--- src/duc_defs.svh ---
`ifndef DUC_DEFS_SVH
`define DUC_DEFS_SVH

// ==========================================
// Register byte offsets
`define DUC_ADDR_CTRL   8'h00
`define DUC_ADDR_STATUS 8'h04
`define DUC_ADDR_TXDATA 8'h08
`define DUC_ADDR_RXDATA 8'h0C

// ==========================================
// Reset values
`define DUC_CTRL_RST    12'h000
`define DUC_DATA_RST    8'h00

// ==========================================
// Bit timing in baud clock periods
`define DUC_TICK_LAST   3'h7
`define DUC_TICK_HALF   3'h3

// ==========================================
// Character layout
`define DUC_LAST_BIT8   3'h7
`define DUC_LAST_BIT7   3'h6
`define DUC_MASK8       8'hFF
`define DUC_MASK7_MSB   8'hFE
`define DUC_MASK7_LSB   8'h7F

`endif

--- src/duc_pkg.sv ---
package duc_pkg;

    // ==========================================
    // Control register layout
    typedef struct packed {
        logic break_tx_enable;
        logic parity_mode_hi;
        logic parity_mode_lo;
        logic parity_disable;
        logic frame_format_hi;
        logic frame_format_lo;
        logic msb_first;
        logic rx_pin_func_en;
        logic tx_pin_func_en;
        logic shared_pin_direction;
        logic input_pin_sel;
        logic comm_type_sel;
    } duc_ctrl_type;

    // ==========================================
    // Status register layout
    typedef struct packed {
        logic break_rx_flag;
        logic any_error_flag;
        logic framing_err_flag;
        logic parity_err_flag;
        logic overrun_err_flag;
        logic rx_full_flag;
        logic rx_busy_flag;
        logic tx_pending_status;
        logic tx_busy_flag;
    } duc_status_type;

    // ==========================================
    // Frame sequencer states
    typedef enum logic [2:0] {
        TX_IDLE, TX_START, TX_DATA, TX_PAR, TX_STOP
    } duc_tx_state_type;

    typedef enum logic [2:0] {
        RX_IDLE, RX_START, RX_DATA, RX_PAR, RX_STOP
    } duc_rx_state_type;

endpackage

--- src/duc_uart.sv ---
// How it works
// - Writing transmit buffer starts a frame
// - Start needs low longer than half bit
// - Frame sent raises transmit-done request
// - Bit counter cleared after start detection
// - Frame received raises receive-done request
// - Both directions independent, shared frame format
// - Async mode: length from frame format
// - Format selects 7/8 data, 1/2 stops
// - Input pin select; shared pin direction
// - One start, data, parity, then stops
// - Parity none, fixed 0/1, odd, even
// - Break sends zero in every position
// - Receive buffer loaded, full flag, read clears
// - Receive busy from start to done
// - Transmit busy spans queued frames; pin off clears
// - Summary error flag follows any error
// - Parity/framing flags updated per frame
// - Overrun set on unread buffer, held
// - Parity error for each parity mode
// - Framing error on missing stop bit
// - Software selects MSB or LSB first
// - Queued character follows with no gap
// - 7-bit MSB uses bits 1-7
// - All-zero frame sets break-received flag
// - Bit period is eight baud clocks
//
// Our own choices: the address map and the APB register port.
`timescale 1ns/10ps
`include "duc_defs.svh"

module duc_uart import duc_pkg::*; (
    // Clock, reset, enable
    input  wire logic        pclk,
    input  wire logic        presetn,
    input  wire logic        pce,
    // APB slave
    input  wire logic        psel,
    input  wire logic        penable,
    input  wire logic        pwrite,
    input  wire logic [7:0]  paddr,
    input  wire logic [31:0] pwdata,
    output      logic [31:0] prdata,
    output      logic        pready,
    output      logic        pslverr,
    // Baud timer output
    input  wire logic        baud_clk_in,
    // Serial pins
    output      logic        serial_out_pin_o,
    output      logic        serial_out_pin_oe,
    input  wire logic        serial_out_pin_i,
    input  wire logic        serial_in_pin,
    // Completion requests
    output      logic        tx_done_irq,
    output      logic        rx_done_irq
);

    // ==========================================
    // Helpers
    function automatic logic [2:0] bit_pos(
        input logic [2:0] idx, input logic msb);
        return msb ? 3'h7 - idx : idx;
    endfunction

    function automatic logic par_bit(input logic [7:0] d,
        input logic [7:0] m, input logic [1:0] mode);
        logic p;
        p = ^(d & m);
        case (mode)
            2'b00:   return 1'b0;
            2'b01:   return 1'b1;
            2'b10:   return ~p;
            default: return p;
        endcase
    endfunction

    // ==========================================
    // Configuration
    duc_ctrl_type ctrl_q;
    logic         baud_prev_q;
    wire  logic   tick    = baud_clk_in & ~baud_prev_q;
    wire  logic   uart_on = ctrl_q.comm_type_sel;
    wire  logic   char8   = ctrl_q.frame_format_hi;
    wire  logic   two_stp = ctrl_q.frame_format_lo;
    wire  logic   par_on  = ~ctrl_q.parity_disable;
    wire  logic   msb     = ctrl_q.msb_first;
    wire  logic [1:0] pmode = {ctrl_q.parity_mode_hi,
                               ctrl_q.parity_mode_lo};
    wire  logic [2:0] last_bit = char8 ? `DUC_LAST_BIT8
                                       : `DUC_LAST_BIT7;
    wire  logic [7:0] cmask = char8 ? `DUC_MASK8 :
        (msb ? `DUC_MASK7_MSB : `DUC_MASK7_LSB);

    // ==========================================
    // APB decode
    wire logic acc_p  = psel & penable & ~pready;
    wire logic fire   = psel & penable & pready;
    wire logic a_ctrl = paddr == `DUC_ADDR_CTRL;
    wire logic a_stat = paddr == `DUC_ADDR_STATUS;
    wire logic a_tx   = paddr == `DUC_ADDR_TXDATA;
    wire logic a_rx   = paddr == `DUC_ADDR_RXDATA;
    wire logic mapped = a_ctrl | a_stat | a_tx | a_rx;
    wire logic wr_ctl = fire & pwrite & a_ctrl;
    wire logic wr_tx  = fire & pwrite & a_tx;
    wire logic rd_rx  = fire & ~pwrite & a_rx;

    // ==========================================
    // Transmitter
    duc_tx_state_type tx_st_q, tx_st_d;
    logic [2:0] tx_tk_q, tx_tk_d, tx_idx_q, tx_idx_d;
    logic       tx_stp_q, tx_stp_d, tx_pend_q, tx_pend_d;
    logic       tx_busy_q, tx_busy_d, tx_done_d, tx_val;
    logic [7:0] tx_sh_q, tx_sh_d, tx_hold_q, tx_hold_d;
    wire  logic tx_run  = uart_on & ctrl_q.tx_pin_func_en;
    wire  logic tx_bend = tick & (tx_tk_q == `DUC_TICK_LAST);

    always_comb begin
        tx_st_d   = tx_st_q;
        tx_tk_d   = tick ? tx_tk_q + 3'h1 : tx_tk_q;
        tx_idx_d  = tx_idx_q;
        tx_stp_d  = tx_stp_q;
        tx_pend_d = tx_pend_q;
        tx_busy_d = tx_busy_q;
        tx_sh_d   = tx_sh_q;
        tx_hold_d = tx_hold_q;
        tx_done_d = 1'b0;
        case (tx_st_q)
            TX_IDLE: begin
                tx_tk_d = 3'h0;
                if (tx_pend_q) begin
                    tx_st_d   = TX_START;
                    tx_sh_d   = tx_hold_q;
                    tx_pend_d = 1'b0;
                end
            end
            TX_START: begin
                if (tx_bend) begin
                    tx_st_d  = TX_DATA;
                    tx_idx_d = 3'h0;
                end
            end
            TX_DATA: begin
                if (tx_bend) begin
                    if (tx_idx_q == last_bit) begin
                        tx_st_d  = par_on ? TX_PAR : TX_STOP;
                        tx_stp_d = 1'b0;
                    end else begin
                        tx_idx_d = tx_idx_q + 3'h1;
                    end
                end
            end
            TX_PAR: begin
                if (tx_bend) begin
                    tx_st_d  = TX_STOP;
                    tx_stp_d = 1'b0;
                end
            end
            TX_STOP: begin
                if (tx_bend) begin
                    if (two_stp && !tx_stp_q) begin
                        tx_stp_d = 1'b1;
                    end else begin
                        tx_done_d = 1'b1;
                        if (tx_pend_q) begin
                            tx_st_d   = TX_START;
                            tx_sh_d   = tx_hold_q;
                            tx_pend_d = 1'b0;
                        end else begin
                            tx_st_d   = TX_IDLE;
                            tx_busy_d = 1'b0;
                        end
                    end
                end
            end
            default: tx_st_d = TX_IDLE;
        endcase
        if (wr_tx) begin
            tx_hold_d = pwdata[7:0];
            tx_pend_d = 1'b1;
            tx_busy_d = 1'b1;
        end
        // Pin off aborts the frame and drops anything queued
        if (!tx_run) begin
            tx_st_d   = TX_IDLE;
            tx_pend_d = 1'b0;
            tx_busy_d = 1'b0;
        end
    end

    always_comb begin
        case (tx_st_q)
            TX_START: tx_val = 1'b0;
            TX_DATA:  tx_val = tx_sh_q[bit_pos(tx_idx_q, msb)];
            TX_PAR:   tx_val = par_bit(tx_sh_q, cmask, pmode);
            default:  tx_val = 1'b1;
        endcase
        if (ctrl_q.break_tx_enable && tx_st_q != TX_IDLE) begin
            tx_val = 1'b0;
        end
    end

    // ==========================================
    // Receiver
    duc_rx_state_type rx_st_q, rx_st_d;
    logic [2:0] rx_tk_q, rx_tk_d, rx_idx_q, rx_idx_d;
    logic       rx_stp_q, rx_stp_d, rx_zero_q, rx_zero_d;
    logic       rx_pb_q, rx_pb_d, rx_fe_q, rx_fe_d;
    logic       rx_prev_q, rx_cpl;
    logic [7:0] rx_sh_q, rx_sh_d, rx_buf_q, rx_buf_d;
    logic       full_q, full_d, ovr_q, ovr_d, pe_q, pe_d;
    logic       fe_q, fe_d, brk_q, brk_d, rx_busy_q, rx_busy_d;
    wire  logic rx_in   = ctrl_q.input_pin_sel ? serial_out_pin_i
                                               : serial_in_pin;
    wire  logic rx_run  = uart_on & ctrl_q.rx_pin_func_en;
    wire  logic rx_bend = tick & (rx_tk_q == `DUC_TICK_LAST);
    wire  logic rx_half = tick & (rx_tk_q == `DUC_TICK_HALF);

    always_comb begin
        rx_st_d   = rx_st_q;
        rx_tk_d   = tick ? rx_tk_q + 3'h1 : rx_tk_q;
        rx_idx_d  = rx_idx_q;
        rx_stp_d  = rx_stp_q;
        rx_zero_d = rx_zero_q;
        rx_pb_d   = rx_pb_q;
        rx_fe_d   = rx_fe_q;
        rx_sh_d   = rx_sh_q;
        rx_buf_d  = rx_buf_q;
        full_d    = full_q;
        ovr_d     = ovr_q;
        pe_d      = pe_q;
        fe_d      = fe_q;
        brk_d     = brk_q;
        rx_busy_d = rx_busy_q;
        rx_cpl    = 1'b0;
        // Reading the buffer clears; a completion below wins
        if (rd_rx) begin
            full_d = 1'b0;
            ovr_d  = 1'b0;
        end
        case (rx_st_q)
            RX_IDLE: begin
                rx_tk_d = 3'h0;
                if (rx_prev_q && !rx_in) begin
                    rx_st_d = RX_START;
                end
            end
            RX_START: begin
                if (rx_in) begin
                    rx_st_d = RX_IDLE;
                end else if (rx_half) begin
                    rx_st_d   = RX_DATA;
                    rx_tk_d   = 3'h0;
                    rx_idx_d  = 3'h0;
                    rx_sh_d   = `DUC_DATA_RST;
                    rx_zero_d = 1'b1;
                    rx_fe_d   = 1'b0;
                    rx_busy_d = 1'b1;
                end
            end
            RX_DATA: begin
                if (rx_bend) begin
                    rx_sh_d[bit_pos(rx_idx_q, msb)] = rx_in;
                    rx_zero_d = rx_zero_q & ~rx_in;
                    if (rx_idx_q == last_bit) begin
                        rx_st_d  = par_on ? RX_PAR : RX_STOP;
                        rx_stp_d = 1'b0;
                    end else begin
                        rx_idx_d = rx_idx_q + 3'h1;
                    end
                end
            end
            RX_PAR: begin
                if (rx_bend) begin
                    rx_pb_d   = rx_in;
                    rx_zero_d = rx_zero_q & ~rx_in;
                    rx_st_d   = RX_STOP;
                    rx_stp_d  = 1'b0;
                end
            end
            RX_STOP: begin
                if (rx_bend) begin
                    rx_fe_d   = rx_fe_q | ~rx_in;
                    rx_zero_d = rx_zero_q & ~rx_in;
                    if (two_stp && !rx_stp_q) begin
                        rx_stp_d = 1'b1;
                    end else begin
                        rx_cpl = 1'b1;
                    end
                end
            end
            default: rx_st_d = RX_IDLE;
        endcase
        if (rx_cpl) begin
            rx_st_d   = RX_IDLE;
            rx_buf_d  = rx_sh_q;
            full_d    = 1'b1;
            rx_busy_d = 1'b0;
            if (full_q && !rd_rx) begin
                ovr_d = 1'b1;
            end
            pe_d  = par_on & (rx_pb_q != par_bit(rx_sh_q, cmask, pmode));
            fe_d  = rx_fe_d;
            brk_d = rx_zero_d;
        end
        if (!rx_run) begin
            rx_st_d   = RX_IDLE;
            rx_busy_d = 1'b0;
        end
    end

    // ==========================================
    // Status and read data
    duc_status_type stat;
    logic [31:0]    rd_mux;

    always_comb begin
        stat.break_rx_flag     = brk_q;
        stat.any_error_flag    = ovr_q | pe_q | fe_q;
        stat.framing_err_flag  = fe_q;
        stat.parity_err_flag   = pe_q;
        stat.overrun_err_flag  = ovr_q;
        stat.rx_full_flag      = full_q;
        stat.rx_busy_flag      = rx_busy_q;
        stat.tx_pending_status = tx_pend_q;
        stat.tx_busy_flag      = tx_busy_q;
        rd_mux = 32'h0000_0000;
        if (a_ctrl) rd_mux = {20'h0_0000, ctrl_q};
        if (a_stat) rd_mux = {23'h00_0000, stat};
        if (a_tx)   rd_mux = {24'h00_0000, tx_hold_q};
        if (a_rx)   rd_mux = {24'h00_0000, rx_buf_q};
    end

    // ==========================================
    // Registers
    always_ff @(posedge pclk or negedge presetn) begin
        if (!presetn) begin
            ctrl_q <= duc_ctrl_type'(`DUC_CTRL_RST);
            baud_prev_q <= 1'b0;
            pready <= 1'b0;
            pslverr <= 1'b0;
            prdata <= 32'h0000_0000;
            tx_st_q <= TX_IDLE;
            {tx_tk_q, tx_idx_q} <= 6'h00;
            {tx_stp_q, tx_pend_q, tx_busy_q} <= 3'h0;
            tx_sh_q <= `DUC_DATA_RST;
            tx_hold_q <= `DUC_DATA_RST;
            serial_out_pin_o <= 1'b1;
            serial_out_pin_oe <= 1'b0;
            tx_done_irq <= 1'b0;
            rx_st_q <= RX_IDLE;
            {rx_tk_q, rx_idx_q} <= 6'h00;
            {rx_stp_q, rx_zero_q, rx_pb_q, rx_fe_q} <= 4'h0;
            rx_prev_q <= 1'b1;
            rx_sh_q <= `DUC_DATA_RST;
            rx_buf_q <= `DUC_DATA_RST;
            {full_q, ovr_q, pe_q, fe_q, brk_q} <= 5'h00;
            rx_busy_q <= 1'b0;
            rx_done_irq <= 1'b0;
        end else if (pce) begin
            if (wr_ctl) ctrl_q <= duc_ctrl_type'(pwdata[11:0]);
            baud_prev_q <= baud_clk_in;
            pready <= acc_p;
            pslverr <= acc_p & ~mapped;
            prdata <= (acc_p & ~pwrite) ? rd_mux : 32'h0000_0000;
            tx_st_q <= tx_st_d;
            tx_tk_q <= tx_tk_d;
            tx_idx_q <= tx_idx_d;
            tx_stp_q <= tx_stp_d;
            tx_pend_q <= tx_pend_d;
            tx_busy_q <= tx_busy_d;
            tx_sh_q <= tx_sh_d;
            tx_hold_q <= tx_hold_d;
            serial_out_pin_o <= tx_val;
            serial_out_pin_oe <= ctrl_q.tx_pin_func_en &
                (~ctrl_q.input_pin_sel | ctrl_q.shared_pin_direction);
            tx_done_irq <= tx_done_d;
            rx_st_q <= rx_st_d;
            rx_tk_q <= rx_tk_d;
            rx_idx_q <= rx_idx_d;
            rx_stp_q <= rx_stp_d;
            rx_zero_q <= rx_zero_d;
            rx_pb_q <= rx_pb_d;
            rx_fe_q <= rx_fe_d;
            rx_prev_q <= rx_in;
            rx_sh_q <= rx_sh_d;
            {rx_buf_q, full_q, ovr_q} <= {rx_buf_d, full_d, ovr_d};
            {pe_q, fe_q, brk_q} <= {pe_d, fe_d, brk_d};
            rx_busy_q <= rx_busy_d;
            rx_done_irq <= rx_cpl;
        end
    end

    // ==========================================
    // Checks
    AST_TX_START: assert property (@(posedge pclk) disable iff (!presetn)
        pce && wr_tx && tx_run && tx_st_q == TX_IDLE ##1 pce
        |=> tx_st_q == TX_START)
        else $error("write did not start a frame");
    AST_TX_DONE: assert property (@(posedge pclk) disable iff (!presetn)
        tx_done_irq |-> $past(tx_st_q) == TX_STOP)
        else $error("transmit done outside stop bit");
    AST_RX_DONE: assert property (@(posedge pclk) disable iff (!presetn)
        rx_done_irq |-> full_q && !rx_busy_q)
        else $error("receive done without full buffer");
    AST_GLITCH: assert property (@(posedge pclk) disable iff (!presetn)
        pce && rx_st_q == RX_START && rx_in |=> !rx_busy_q)
        else $error("short low pulse started reception");
    AST_BREAK: assert property (@(posedge pclk) disable iff (!presetn)
        pce && ctrl_q.break_tx_enable && tx_st_q != TX_IDLE
        |=> !serial_out_pin_o)
        else $error("break frame sent a one");
    AST_ERR_SUM: assert property (@(posedge pclk) disable iff (!presetn)
        pce && acc_p && a_stat && !pwrite && (ovr_q || pe_q || fe_q)
        |=> prdata[7])
        else $error("summary error flag missing");
    AST_OVERRUN: assert property (@(posedge pclk) disable iff (!presetn)
        pce && rx_cpl && full_q && !rd_rx
        |=> ovr_q ##1 (ovr_q || $past(rd_rx)))
        else $error("overrun not flagged");
    AST_RX_OFF: assert property (@(posedge pclk) disable iff (!presetn)
        pce && !rx_run |=> !rx_busy_q && rx_st_q == RX_IDLE)
        else $error("receive busy with pin function off");
    AST_TX_OFF: assert property (@(posedge pclk) disable iff (!presetn)
        pce && !tx_run |=> !tx_busy_q && !tx_pend_q)
        else $error("transmit busy with pin function off");
    AST_IDLE_HI: assert property (@(posedge pclk) disable iff (!presetn)
        pce && tx_st_q == TX_IDLE |=> serial_out_pin_o)
        else $error("line not idle high");

endmodule

--- config.mk ---
export PLATFORM = sky130hd
export DESIGN_NAME = duc_uart
export DESIGN_NICKNAME = d
export VERILOG_FILES = /design/src/duc_pkg.sv /design/src/duc_uart.sv
export VERILOG_INCLUDE_DIRS = /design/src /design/src/src
export SDC_FILE = /design/constraint.sdc
export NUM_CORES = 1
export LEC_CHECK = 0
export BUFFER_PORTS_ARGS = -buffer_cell sky130_fd_sc_hd__buf_2
export CAP_MARGIN = 40
export CORE_MARGIN = 3
export CORE_UTILIZATION = 60
export DETAILED_ROUTE_END_ITERATION = 12
export GPL_ROUTABILITY_DRIVEN = 0
export HOLD_SLACK_MARGIN = 0.06
export PLACE_DENSITY_LB_ADDON = 0.25
export SYNTH_ARGS = -nofsm -noshare
export SYNTH_HDL_FRONTEND = slang
export SYNTH_SLANG_ARGS = --single-unit
--- constraint.sdc ---
create_clock -name pclk -period 4.3 [get_ports pclk]
set_input_delay 0.43 -clock pclk [delete_from_list [all_inputs] [get_ports pclk]]
set_output_delay 0.43 -clock pclk [all_outputs]
set_load 0.01 [all_outputs]
==> results.tsv, run 1 <==
stage	metric	value	unit
outcome	status	finished, final reports clean	
pwr	power-per-cell-area	276	nW/um^2
clocking	clock_sinks	95	
layout	final-seq-area	2380	sq um
layout	multi_input_comb_area	2600	sq um
synthesis	synth_top_area_cell	sky130_fd_sc_hd__dfrtp_1	
setup_path	end_kind	flop	
grt	grt_util_all_layers	25.1	%
clocking	ctsResizeCount	0	
detailed_routing	detailedRoute.firstPassIterationCount	6	
die	rows	33	
detailed_routing	post_drt_wl_per_cell	17.9	um
synthesis	async_reset_ff_share	100	%
synthesis	synth_cells	521	
detailed_routing	detail_route.vias_per_cell	6.24	
pwr	post-layout-total-power	1.55	mW
sta	fin_setup_tns	0	ns
clocking	worstSkewPairLatency	0.36	ns
pwr	power.static_leakage	2.66	nW
sta	timing_hold_violations_final	0	
die	design.core.area	8340	sq um
clocking	clk_transition_reported_paths	0.10	ns
synthesis	synth.cell_area	5230	sq um
grt	first_global_vias	3902	
synthesis	synth_most_common_cell	sky130_fd_sc_hd__dfrtp_1	
clocking	cts_inserted_buffers	9	
synthesis	synth_flop_cell	sky130_fd_sc_hd__dfrtp_1	
synthesis	netlist_top_cells_area	sky130_fd_sc_hd__dfrtp_1 (44%), sky130_fd_sc_hd__o21ai_0 (4.9%), sky130_fd_sc_hd__mux2_2 (4.7%), sky130_fd_sc_hd__nand2_1 (3.9%), sky130_fd_sc_hd__buf_4 (2.9%)	
die	io_pins	87	
die	floorplan.initialDensity	62.7	%
synthesis	ys_warnings	0	
setup_path	r2r.worst_path.cells	6	
detailed_routing	post-route-drc-count	0	
sta	clock_skew	0.0158	ns
clocking	cts_root_buf	sky130_fd_sc_hd__clkbuf_8	
pwr	worst_ir_drop_vdd	0.186	mV
detailed_routing	first_iter_violations	304	
synthesis	synth_largest_type_area_fraction	44.5	%
sta	tmin_final	2.38	ns
hold_path	hold_path_class	in2async	
layout	syn2layout_area_growth	7.17	%
setup_path	timing.critical_path.required	4.53	ns
synthesis	yosys_register_bits	95	
synthesis	synth-seq-area-share	45.5	%
setup_path	critical_path.startpoint_type	flop	
layout	share_of_cells_above_drive_strength_1	20.4	%
setup_path	worst-path-max-fanout	13	
clocking	cts-hold-fix-buffers	0	
sta	slew_headroom	43.6	%
setup_path	r2r_slack	1.92	ns
sta	achievable-frequency	0.421	GHz
setup_path	rr_endpoint	rx_idx_q[2]	
grt	pin_count_of_the_biggest_net_entering_global_routing	58	
detailed_routing	drt-total-wl	11900	um
sta	timing.final.setup_violations	0	
synthesis	synth_area_per_cell	10.0	sq um
detailed_routing	routed-via-count	4142	
die	horizontal_die_dimension	99.4	um
synthesis	post_synth_num_cell_types	71	
sta	rsz0062_at_grt	false	
die	die_height	99.4	um
synthesis	synth-edff-count	0	
layout	n_antenna_cell	0	
grt	grt_overflow	0	
die	floorplan_die_area	9880	sq um
placed_design	post_dp_cell_area	5430	sq um
detailed_routing	ant_nets	0	
placed_design	placement.io_buffers	46	
sta	final_cycle_utilization_of_the_critical_path	55.2	%
placed_design	place.detailed.hpwl	8560	um
grt	grt_first_pass_wirelength	19900	um
job	max_cap_violations	0	
clocking	clockBufferDepth	2	
clocking	postCtsSetupBuffers	0	
setup_path	cp_data_arrival_time	2.61	ns
setup_path	worst_reg2reg_startpoint	rx_st_q[1]	
clocking	cts.htree.levels	3	
sta	max_slew.worst_pin.slew	0.825	ns
synthesis	synthTopCellsByCount	sky130_fd_sc_hd__dfrtp_1 (93), sky130_fd_sc_hd__nand2_1 (55), sky130_fd_sc_hd__o21ai_0 (51), sky130_fd_sc_hd__a21oi_1 (27), sky130_fd_sc_hd__nor2_1 (23)	
clocking	tritoncts	built	
layout	fillCellCount	688	
layout	nets	610	
setup_path	worstSetupPathType	reg2reg	
grt	grt_antenna_before_repair	0	
layout	fin_area	5610	sq um
sta	timing.final.max_slew_violations	0	
## layer usage
layer  share of wire, %  track usage, %  vias up
met5                  0               0        -
met4                2.2            7.56        0
met3                6.8            3.65       30
met2                 46            40.1      193
met1                 45            35.8     2017
li1                   -               -     1902
## where the power goes
group	switching (mW)	total, mW	internal [mW]	leakage (nW)
sequential	0.00420	0.903	0.899	1.31
clock	0.325	0.556	0.231	0.0861
combinational	0.0621	0.0887	0.0266	1.26
total	0.392	1.55	1.16	2.66
## flip-flops by register name, summed over array words and instances (netlist names), 8 cells and up
name       count
ctrl_q         8
prdata        12
rx_buf_q       8
rx_sh_q        8
tx_hold_q      8
tx_sh_q        8
## per-stage QoR
step	setup slack (ns)	utilization [%]	instances	hold WS, ns
after floorplan	2.25	-	540	0.134
after global placement	1.75	65.0	648	0.456
after detailed placement	1.72	65.0	648	0.465
after CTS	1.98	67.2	664	0.132
after global routing	1.65	67.2	664	0.146
final	1.92	67.2	664	0.0936
## worst max-delay path, cell delays in order (launching register included)
cell and delay [ns]:
sky130_fd_sc_hd__dfrtp_1 0.57, sky130_fd_sc_hd__nor2b_1 0.47, sky130_fd_sc_hd__nand2b_1 0.37, sky130_fd_sc_hd__nor2b_1 0.31
sky130_fd_sc_hd__o221ai_1 0.22, sky130_fd_sc_hd__o21ai_0 0.20, sky130_fd_sc_hd__o21ai_0 0.10
## logic make-up after synthesis
| family | share of synthesized area [%] |
|---|---|
| adder cells (fa/ha/maj) | 1.67 |
| flip-flops | 45.5 |
| multiplexers | 9.88 |
| AO/OA/AOI/OAI | 18.4 |
| AND/OR/NAND/NOR | 15.4 |
| buffers and inverters | 6.22 |
| XOR/XNOR | 2.94 |
| other | 0.0717 |
## how the worst max path moves through the flow
stage                          start     endpoint  slack, ns  cells after the start
final                     rx_st_q[1]  rx_idx_q[2]       1.92                      6
after global routing      rx_st_q[1]  rx_idx_q[2]       1.65                      6
after CTS                 rx_st_q[1]  rx_idx_q[2]       1.98                      6
after detailed placement    paddr[5]          msb       1.72                      6
after global placement      paddr[5]   ctrl_q[11]       1.75                      6
after floorplan             paddr[5]        char8       2.25                      6
## cell usage in the layout, fill, tap and decap left out, drive strengths merged, types with 5 or more instances in the layout
master and instances:
dfrtp 93, nand2 55, o21ai 52, buf 48
mux2 32, a21oi 27, nor2 23, conb 20
inv 19, xnor2 12, nor3 12, nand3 11
o2bb2ai 11, clkbuf 11, nand2b 10, nor2b 9
ha 7, mux2i 7, o221ai 6, a211o 6
a31oi 5, and2 5
## final cells by class
cell class,count,area share (%)
Tap cell,105,2.34
Timing Repair Buffer,48,4.42
Sequential cell,95,42.4
Multi-Input combinational cell,382,46.3
Clock inverter,5,0.736
Clock buffer,11,2.52
Inverter,18,1.20
No activity file was read; power rests on OpenSTA's default activity.
==> run 2, diff against run 1 <==
--- a/config.mk
+++ b/config.mk
@@ -6,10 +6,11 @@
 export SDC_FILE = /design/constraint.sdc
 export NUM_CORES = 1
 export LEC_CHECK = 0
+export ABC_AREA = 1
 export BUFFER_PORTS_ARGS = -buffer_cell sky130_fd_sc_hd__buf_2
 export CAP_MARGIN = 40
 export CORE_MARGIN = 3
-export CORE_UTILIZATION = 60
+export CORE_UTILIZATION = 51
 export DETAILED_ROUTE_END_ITERATION = 12
 export GPL_ROUTABILITY_DRIVEN = 0
 export HOLD_SLACK_MARGIN = 0.06
==> constraint.sdc (replaced) <==
create_clock -name pclk -period 2.15 [get_ports pclk]
set_input_delay 0.215 -clock pclk [delete_from_list [all_inputs] [get_ports pclk]]
set_output_delay 0.215 -clock pclk [all_outputs]
set_load 0.01 [all_outputs]
==> run 2 against run 1 <==
Effect of this change: power grew 130%; largest power group unchanged; highest routed layer unchanged; fmax increased by 26%; critical path type unchanged; wire length rose by 0.81%.
==> results.tsv, run 2 <==
stage	metric	value	unit
sta	max_slew.worst_pin.slew	0.612	ns
die	design.core.area	9910	sq um
setup_path	timing.critical_path.required	2.42	ns
layout	nets	792	
layout	largest_register_ffs	12	
die	die_height	108	um
synthesis	synth_top_family_by_area	simple AND/OR/NAND/NOR gates	
detailed_routing	post-route-drc-count	0	
setup_path	end_kind	flop	
synthesis	synthTopCellsByCount	sky130_fd_sc_hd__nand2_1 (163), sky130_fd_sc_hd__inv_1 (95), sky130_fd_sc_hd__dfrtp_1 (93), sky130_fd_sc_hd__o21ai_0 (65), sky130_fd_sc_hd__nor2_1 (49)	
setup_path	cp_data_arrival_time	2.15	ns
synthesis	synth_most_common_cell	sky130_fd_sc_hd__nand2_1	
synthesis	ys_warnings	0	
die	io_pins	87	
sta	fin_setup_tns	0	ns
synthesis	synth-seq-area-share	45.2	%
clocking	postCtsSetupBuffers	0	
detailed_routing	routed-via-count	4451	
hold_path	hold_path_class	in2reg	
synthesis	synth_area_per_cell	7.78	sq um
sta	clock_skew	0.0125	ns
layout	registers.top_by_ff_count	prdata	
pwr	power-per-cell-area	604	nW/um^2
die	rows	36	
pwr	worst_ir_drop_vdd	0.338	mV
layout	n_antenna_cell	0	
die	horizontal_die_dimension	108	um
synthesis	synth_flop_cell	sky130_fd_sc_hd__dfrtp_1	
sta	timing.final.setup_violations	0	
grt	first_global_vias	4147	
detailed_routing	detailedRoute.firstPassIterationCount	5	
grt	grt_util_all_layers	21.5	%
clocking	cts_inserted_buffers	9	
hold_path	worst_hold_depth	3	
detailed_routing	post_drt_wl_per_cell	13.7	um
clocking	cts_root_buf	sky130_fd_sc_hd__clkbuf_8	
grt	grt_antenna_before_repair	0	
placed_design	place.detailed.hpwl	9430	um
sta	rsz0062_at_grt	false	
placed_design	placement.io_buffers	46	
outcome	status	finished, final reports clean	
layout	syn2layout_area_growth	11.7	%
setup_path	worstSetupPathType	reg2reg	
grt	pin_count_of_the_biggest_net_entering_global_routing	39	
pwr	post-layout-total-power	3.55	mW
synthesis	synth_compound_area_share	16.4	%
clocking	ctsResizeCount	0	
synthesis	synth-edff-count	0	
synthesis	async_reset_ff_share	100	%
job	max_cap_violations	0	
layout	fin_area	5880	sq um
synthesis	synth.cell_area	5270	sq um
sta	timing_hold_violations_final	0	
setup_path	critical_path.startpoint_type	flop	
sta	tmin_final	1.88	ns
synthesis	synth_adder_area_share	1.66	%
grt	grt_first_pass_wirelength	19400	um
setup_path	r2r.worst_path.cells	8	
clocking	cts.htree.levels	3	
clocking	tritoncts	built	
layout	layout_common_cells	sky130_fd_sc_hd__nand2_1 (163), sky130_fd_sc_hd__inv_1 (95), sky130_fd_sc_hd__dfrtp_1 (93)	
layout	most_common_cell_after_layout_fill_and_taps_aside	sky130_fd_sc_hd__nand2_1	
detailed_routing	ant_nets	0	
clocking	clock_sinks	95	
clocking	worstSkewPairLatency	0.37	ns
synthesis	netlist_top_cells_area	sky130_fd_sc_hd__dfrtp_1 (44%), sky130_fd_sc_hd__nand2_1 (12%), sky130_fd_sc_hd__inv_1 (6.8%), sky130_fd_sc_hd__o21ai_0 (6.2%), sky130_fd_sc_hd__nor2_1 (3.5%)	
placed_design	post_dp_cell_area	5640	sq um
sta	timing.final.max_slew_violations	0	
detailed_routing	drt-total-wl	12000	um
sta	slew_headroom	59.1	%
sta	final_cycle_utilization_of_the_critical_path	87.4	%
die	floorplan.initialDensity	53.2	%
synthesis	synth_cells	677	
synthesis	synth-simple-area-share	22.5	%
setup_path	worst-path-max-fanout	8	
sta	achievable-frequency	0.532	GHz
grt	grt_overflow	0	
synthesis	mux_share_of_post_synthesis_cell_area	0	%
synthesis	synth_largest_type_area_fraction	44.2	%
synthesis	post_synth_num_cell_types	40	
synthesis	post_synth_xor_area_fraction	2.83	%
detailed_routing	first_iter_violations	197	
layout	share_of_cells_above_drive_strength_1	14.4	%
pwr	power.static_leakage	3.11	nW
synthesis	yosys_register_bits	95	
die	floorplan_die_area	11600	sq um
clocking	clockBufferDepth	2	
clocking	clk_transition_reported_paths	0.09	ns
synthesis	synth_top_area_cell	sky130_fd_sc_hd__dfrtp_1	
detailed_routing	detail_route.vias_per_cell	5.09	
[run 2: cell count changes in the layout (fill, tap and decap cells not counted), sizes merged, moves of 11 or more]
| cell | previous run | this run |
|---|---|---|
| nand2 | 55 | 168 |
| inv | 19 | 98 |
| mux2 | 32 | 0 |
| nor2 | 23 | 53 |
| o21ai | 52 | 79 |
| nand3 | 11 | 35 |
| buf | 48 | 61 |
| o211ai | 2 | 13 |
| o2bb2ai | 11 | 0 |
[run 2: cells by family (layout without fill, tap and decap cells)]
logic type | count (synthesis) | count (layout)
buffers and inverters | 133 | 178
and+or+nand+nor | 277 | 277
adders and majority gates | 7 | 7
AOI/OAI and AO/OA | 147 | 147
other | 1 | 20
DFF | 95 | 95
xor gates and xnor gates | 17 | 17
[run 2: metal layers]
layer | track usage [%] | wire length, um | vias up
met5 | 0 | 0 | -
met4 | 5.23 | 140 | 0
met3 | 4.50 | 363 | 12
met2 | 37.7 | 6040 | 72
met1 | 27.1 | 5470 | 2084
li1 | - | - | 2283
[run 2: path summary, 6_finish.rpt]
path / to / slack (ns) / from
setup / recovery: rx_sh_q[1] / 0.27 / rx_tk_q[0]
hold reg to reg: serial_out_pin_o / 0.48 / serial_out_pin_o
setup reg to reg: rx_sh_q[1] / 0.27 / rx_tk_q[0]
max in group asynchronous: prdata[6] / 1.10 / presetn
min in group asynchronous: prdata[11] / 0.31 / presetn
hold / removal: ctrl_q[10] / 0.10 / pwdata[10]
[run 2: report_power, final]
group | total (mW) | internal, mW | switching [mW]
Sequential | 1.86 | 1.83 | 0.0326
Combinational | 0.352 | 0.120 | 0.231
Clock | 1.34 | 0.717 | 0.622
[run 2: area by class of cell]
type | count | area [sq um]
tap | 133 | 166
timing repair buffer | 62 | 368
clock inverter | 5 | 80.1
inverter | 100 | 375
clock buffer | 11 | 151
multi-input combinational | 468 | 2360
sequential | 95 | 2380
fill | 899 | 4030
[run 2: timing repair]
| item | CTS | global route |
|---|---|---|
| hold endpoints to repair | 27 | 0 |
| endpoints found under the setup margin | 0 | 0 |
| hold buffers | 1 | 0 |
[run 2: worst max-delay path, stage by stage, from the launching register on]
cell and delay (ns):
sky130_fd_sc_hd__dfrtp_1 0.38, sky130_fd_sc_hd__ha_1 0.18, sky130_fd_sc_hd__ha_1 0.15, sky130_fd_sc_hd__nand2_1 0.13
sky130_fd_sc_hd__a21oi_1 0.21, sky130_fd_sc_hd__nand2_1 0.13, sky130_fd_sc_hd__inv_1 0.10, sky130_fd_sc_hd__nand3_1 0.23
sky130_fd_sc_hd__o22ai_1 0.27
[run 2: through the flow]
| stage | instances | setup WS (ns) | util, % | hold slack (ns) |
|---|---|---|---|---|
| final | 874 | 0.272 | 59.4 | 0.101 |
| after global routing | 874 | 0.109 | 59.4 | 0.104 |
| after CTS | 874 | 0.286 | 59.4 | 0.0917 |
| after detailed placement | 857 | 0.289 | 56.9 | 0.169 |
| after global placement | 857 | 0.345 | 56.9 | 0.166 |
| after floorplan | 696 | 0.514 | - | -0.0806 |
==> run 3, diff against run 2 <==
--- a/config.mk
+++ b/config.mk
@@ -9,8 +9,7 @@
 export ABC_AREA = 1
 export BUFFER_PORTS_ARGS = -buffer_cell sky130_fd_sc_hd__buf_2
 export CAP_MARGIN = 40
-export CORE_MARGIN = 3
-export CORE_UTILIZATION = 51
+export CORE_UTILIZATION = 55
 export DETAILED_ROUTE_END_ITERATION = 12
 export GPL_ROUTABILITY_DRIVEN = 0
 export HOLD_SLACK_MARGIN = 0.06
==> constraint.sdc (replaced) <==
create_clock -name pclk -period 2.1 [get_ports pclk]
set_input_delay 0.21 -clock pclk [delete_from_list [all_inputs] [get_ports pclk]]
set_output_delay 0.21 -clock pclk [all_outputs]
set_load 0.01 [all_outputs]
==> run 3 against run 2 <==
Effect of this change: non-clock buffer count rose by 2; clock-buffer cell count rose by 1; register-to-register slack got worse by 0.06 ns; critical path depth rose by 2; sequential cell count did not move; global-route usage rose by 4.3 points; critical endpoint is now rx_st_q[2]; largest cell class unchanged; highest routed layer unchanged.
==> results.tsv, run 3 (synthesized netlist as in run 2, its figures left out) <==
stage	metric	value	unit
outcome	status	finished, final reports clean	
pwr	netSwitchingFraction	25.8	%
die	die_height	99.9	um
layout	n_antenna_cell	0	
sta	timing.final.setup_violations	0	
layout	most_common_cell_after_layout_fill_and_taps_aside	sky130_fd_sc_hd__nand2_1	
clocking	cts_inserted_buffers	9	
sta	max_slew.worst_pin.slew	0.542	ns
grt	grt_overflow	0	
setup_path	worstSetupPathType	reg2reg	
detailed_routing	detail_route.vias_per_cell	5.29	
detailed_routing	post-route-drc-count	0	
placed_design	post_dp_cell_area	5650	sq um
layout	registers.top_by_ff_count	prdata	
setup_path	rr_endpoint	rx_st_q[2]	
pwr	power-per-cell-area	593	nW/um^2
die	horizontal_die_dimension	99.9	um
layout	syn2layout_area_growth	11.1	%
die	rows	35	
detailed_routing	first_iter_violations	258	
sta	fin_setup_tns	0	ns
pwr	worst_ir_drop_vdd	0.283	mV
hold_path	hold_path_class	in2reg	
clocking	postCtsSetupBuffers	0	
clocking	worstSkewPairLatency	0.36	ns
grt	first_global_vias	4328	
clocking	cts.htree.levels	3	
layout	largest_register_ffs	12	
clocking	tritoncts	built	
detailed_routing	drt-total-wl	11900	um
sta	clock_skew	0.0132	ns
clocking	cts_root_buf	sky130_fd_sc_hd__clkbuf_8	
detailed_routing	post_drt_wl_per_cell	13.6	um
pwr	power_switching	894	uW
pwr	power.static_leakage	3.11	nW
pwr	power_frac_seq	54.9	%
hold_path	holdCritStartpoint	pwdata[9]	
setup_path	worst_reg2reg_startpoint	rx_tk_q[0]	
setup_path	end_kind	flop	
detailed_routing	routed-via-count	4610	
setup_path	critical_path.startpoint_type	flop	
detailed_routing	detailedRoute.firstPassIterationCount	5	
setup_path	r2r_slack	0.21	ns
die	floorplan.initialDensity	57.0	%
layout	finish.utilization	63.3	%
sta	fin_ws	0.211	ns
die	io_pins	87	
layout	fin_area	5850	sq um
sta	slew_headroom	63.9	%
setup_path	timing.critical_path.required	2.33	ns
layout	share_of_cells_above_drive_strength_1	14.4	%
setup_path	crit_path_start	rx_tk_q[0]	
layout	fillCellCount	809	
layout	layout_common_cells	sky130_fd_sc_hd__nand2_1 (163), sky130_fd_sc_hd__inv_1 (95), sky130_fd_sc_hd__dfrtp_1 (93)	
grt	pin_count_of_the_biggest_net_entering_global_routing	55	
setup_path	r2r.worst_path.cells	10	
sta	final_cycle_utilization_of_the_critical_path	89.9	%
clocking	cts-hold-fix-buffers	1	
pwr	power.internal	2.58	mW
clocking	clk_transition_reported_paths	0.10	ns
setup_path	cp_data_arrival_time	2.12	ns
sta	timing.final.max_slew_violations	0	
layout	nets	794	
hold_path	worst_hold_depth	3	
sta	timing_hold_violations_final	0	
setup_path	worst-path-max-fanout	5	
placed_design	place.detailed.hpwl	9280	um
clocking	clockBufferDepth	2	
sta	rsz0062_at_grt	false	
pwr	logic_pwr_share	10.4	%
sta	tmin_final	1.89	ns
grt	grt_antenna_before_repair	0	
sta	achievable-frequency	0.529	GHz
placed_design	placement.io_buffers	46	
hold_path	whs_endpoint	ctrl_q[9]	
detailed_routing	ant_nets	0	
clocking	ctsResizeCount	0	
die	floorplan_die_area	9980	sq um
job	max_cap_violations	0	
placed_design	pre_cts_slack	0.262	ns
grt	grt_first_pass_wirelength	20100	um
die	design.core.area	9240	sq um
pwr	clock_power_share	34.6	%
grt	grt_util_all_layers	25.8	%
clocking	clock_sinks	95	
==> run 3: cell count changes in the layout (fill, tap and decap cells not counted), sizes merged <==
cell / delta
buf: +2
clkbuf: +1
clkinvlp: -2
bufinv: -1
clkinv: +2
==> run 3: layout make-up <==
cell class	instances	area [sq um]	share of cell area (%)
clock buffer	12	145	2.48
clock inverter	4	45.0	0.770
sequential	95	2380	40.7
multi-input combinational	468	2360	40.4
inverter	100	375	6.41
tap	129	161	2.76
timing repair buffer	64	383	6.54
==> run 3: worst max-delay path, cell delays in order (launching register included) <==
cell,delay [ns]
sky130_fd_sc_hd__dfrtp_1,0.40
sky130_fd_sc_hd__ha_1,0.22
sky130_fd_sc_hd__ha_1,0.18
sky130_fd_sc_hd__nand2_1,0.14
sky130_fd_sc_hd__inv_1,0.10
sky130_fd_sc_hd__nand2_1,0.09
sky130_fd_sc_hd__inv_1,0.04
sky130_fd_sc_hd__o21ai_0,0.25
sky130_fd_sc_hd__nand2_1,0.15
sky130_fd_sc_hd__nand3_1,0.09
sky130_fd_sc_hd__o21ai_0,0.08
==> run 3: worst max path at each step <==
stage	to	slack, ns	depth (start not counted)
after floorplan	rx_st_q[1]	0.46	10
after global placement	prdata[7]	0.33	9
after detailed placement	rx_st_q[2]	0.26	10
after CTS	rx_st_q[2]	0.23	10
after global routing	rx_sh_q[6]	0.04	8
final	rx_st_q[2]	0.21	10
==> run 3: power by group through the flow <==
stage / Sequential, mW / Combinational (mW) / Clock [mW]
final: 1.91 / 0.362 / 1.20
after global routing: 1.91 / 0.418 / 1.30
after CTS: 1.91 / 0.367 / 1.21
after detailed placement: 1.94 / 0.364 / 0
after global placement: 1.94 / 0.350 / 0
after floorplan: 1.94 / 0.253 / 0
==> run 3: through the flow <==
| stage | power, mW | cells | hold slack (ns) |
|---|---|---|---|
| after global routing | 3.63 | 872 | 0.0889 |
| after global placement | 2.29 | 855 | 0.224 |
| after floorplan | 2.19 | 696 | -0.0856 |
| final | 3.47 | 872 | 0.0878 |
| after CTS | 3.49 | 872 | 0.0818 |
| after detailed placement | 2.31 | 855 | 0.230 |
==> run 3: routing by layer <==
metal  vias to the layer above  GRT usage, %  wire length (um)  part of all wire [%]
met2                       106          43.3              5940                    50
met4                         0          10.3               212                   1.8
li1                       2274             -                 -                     -
met5                         -             0                 0                     0
met3                        17          3.27               361                   3.0
met1                      2213          34.2              5390                    45
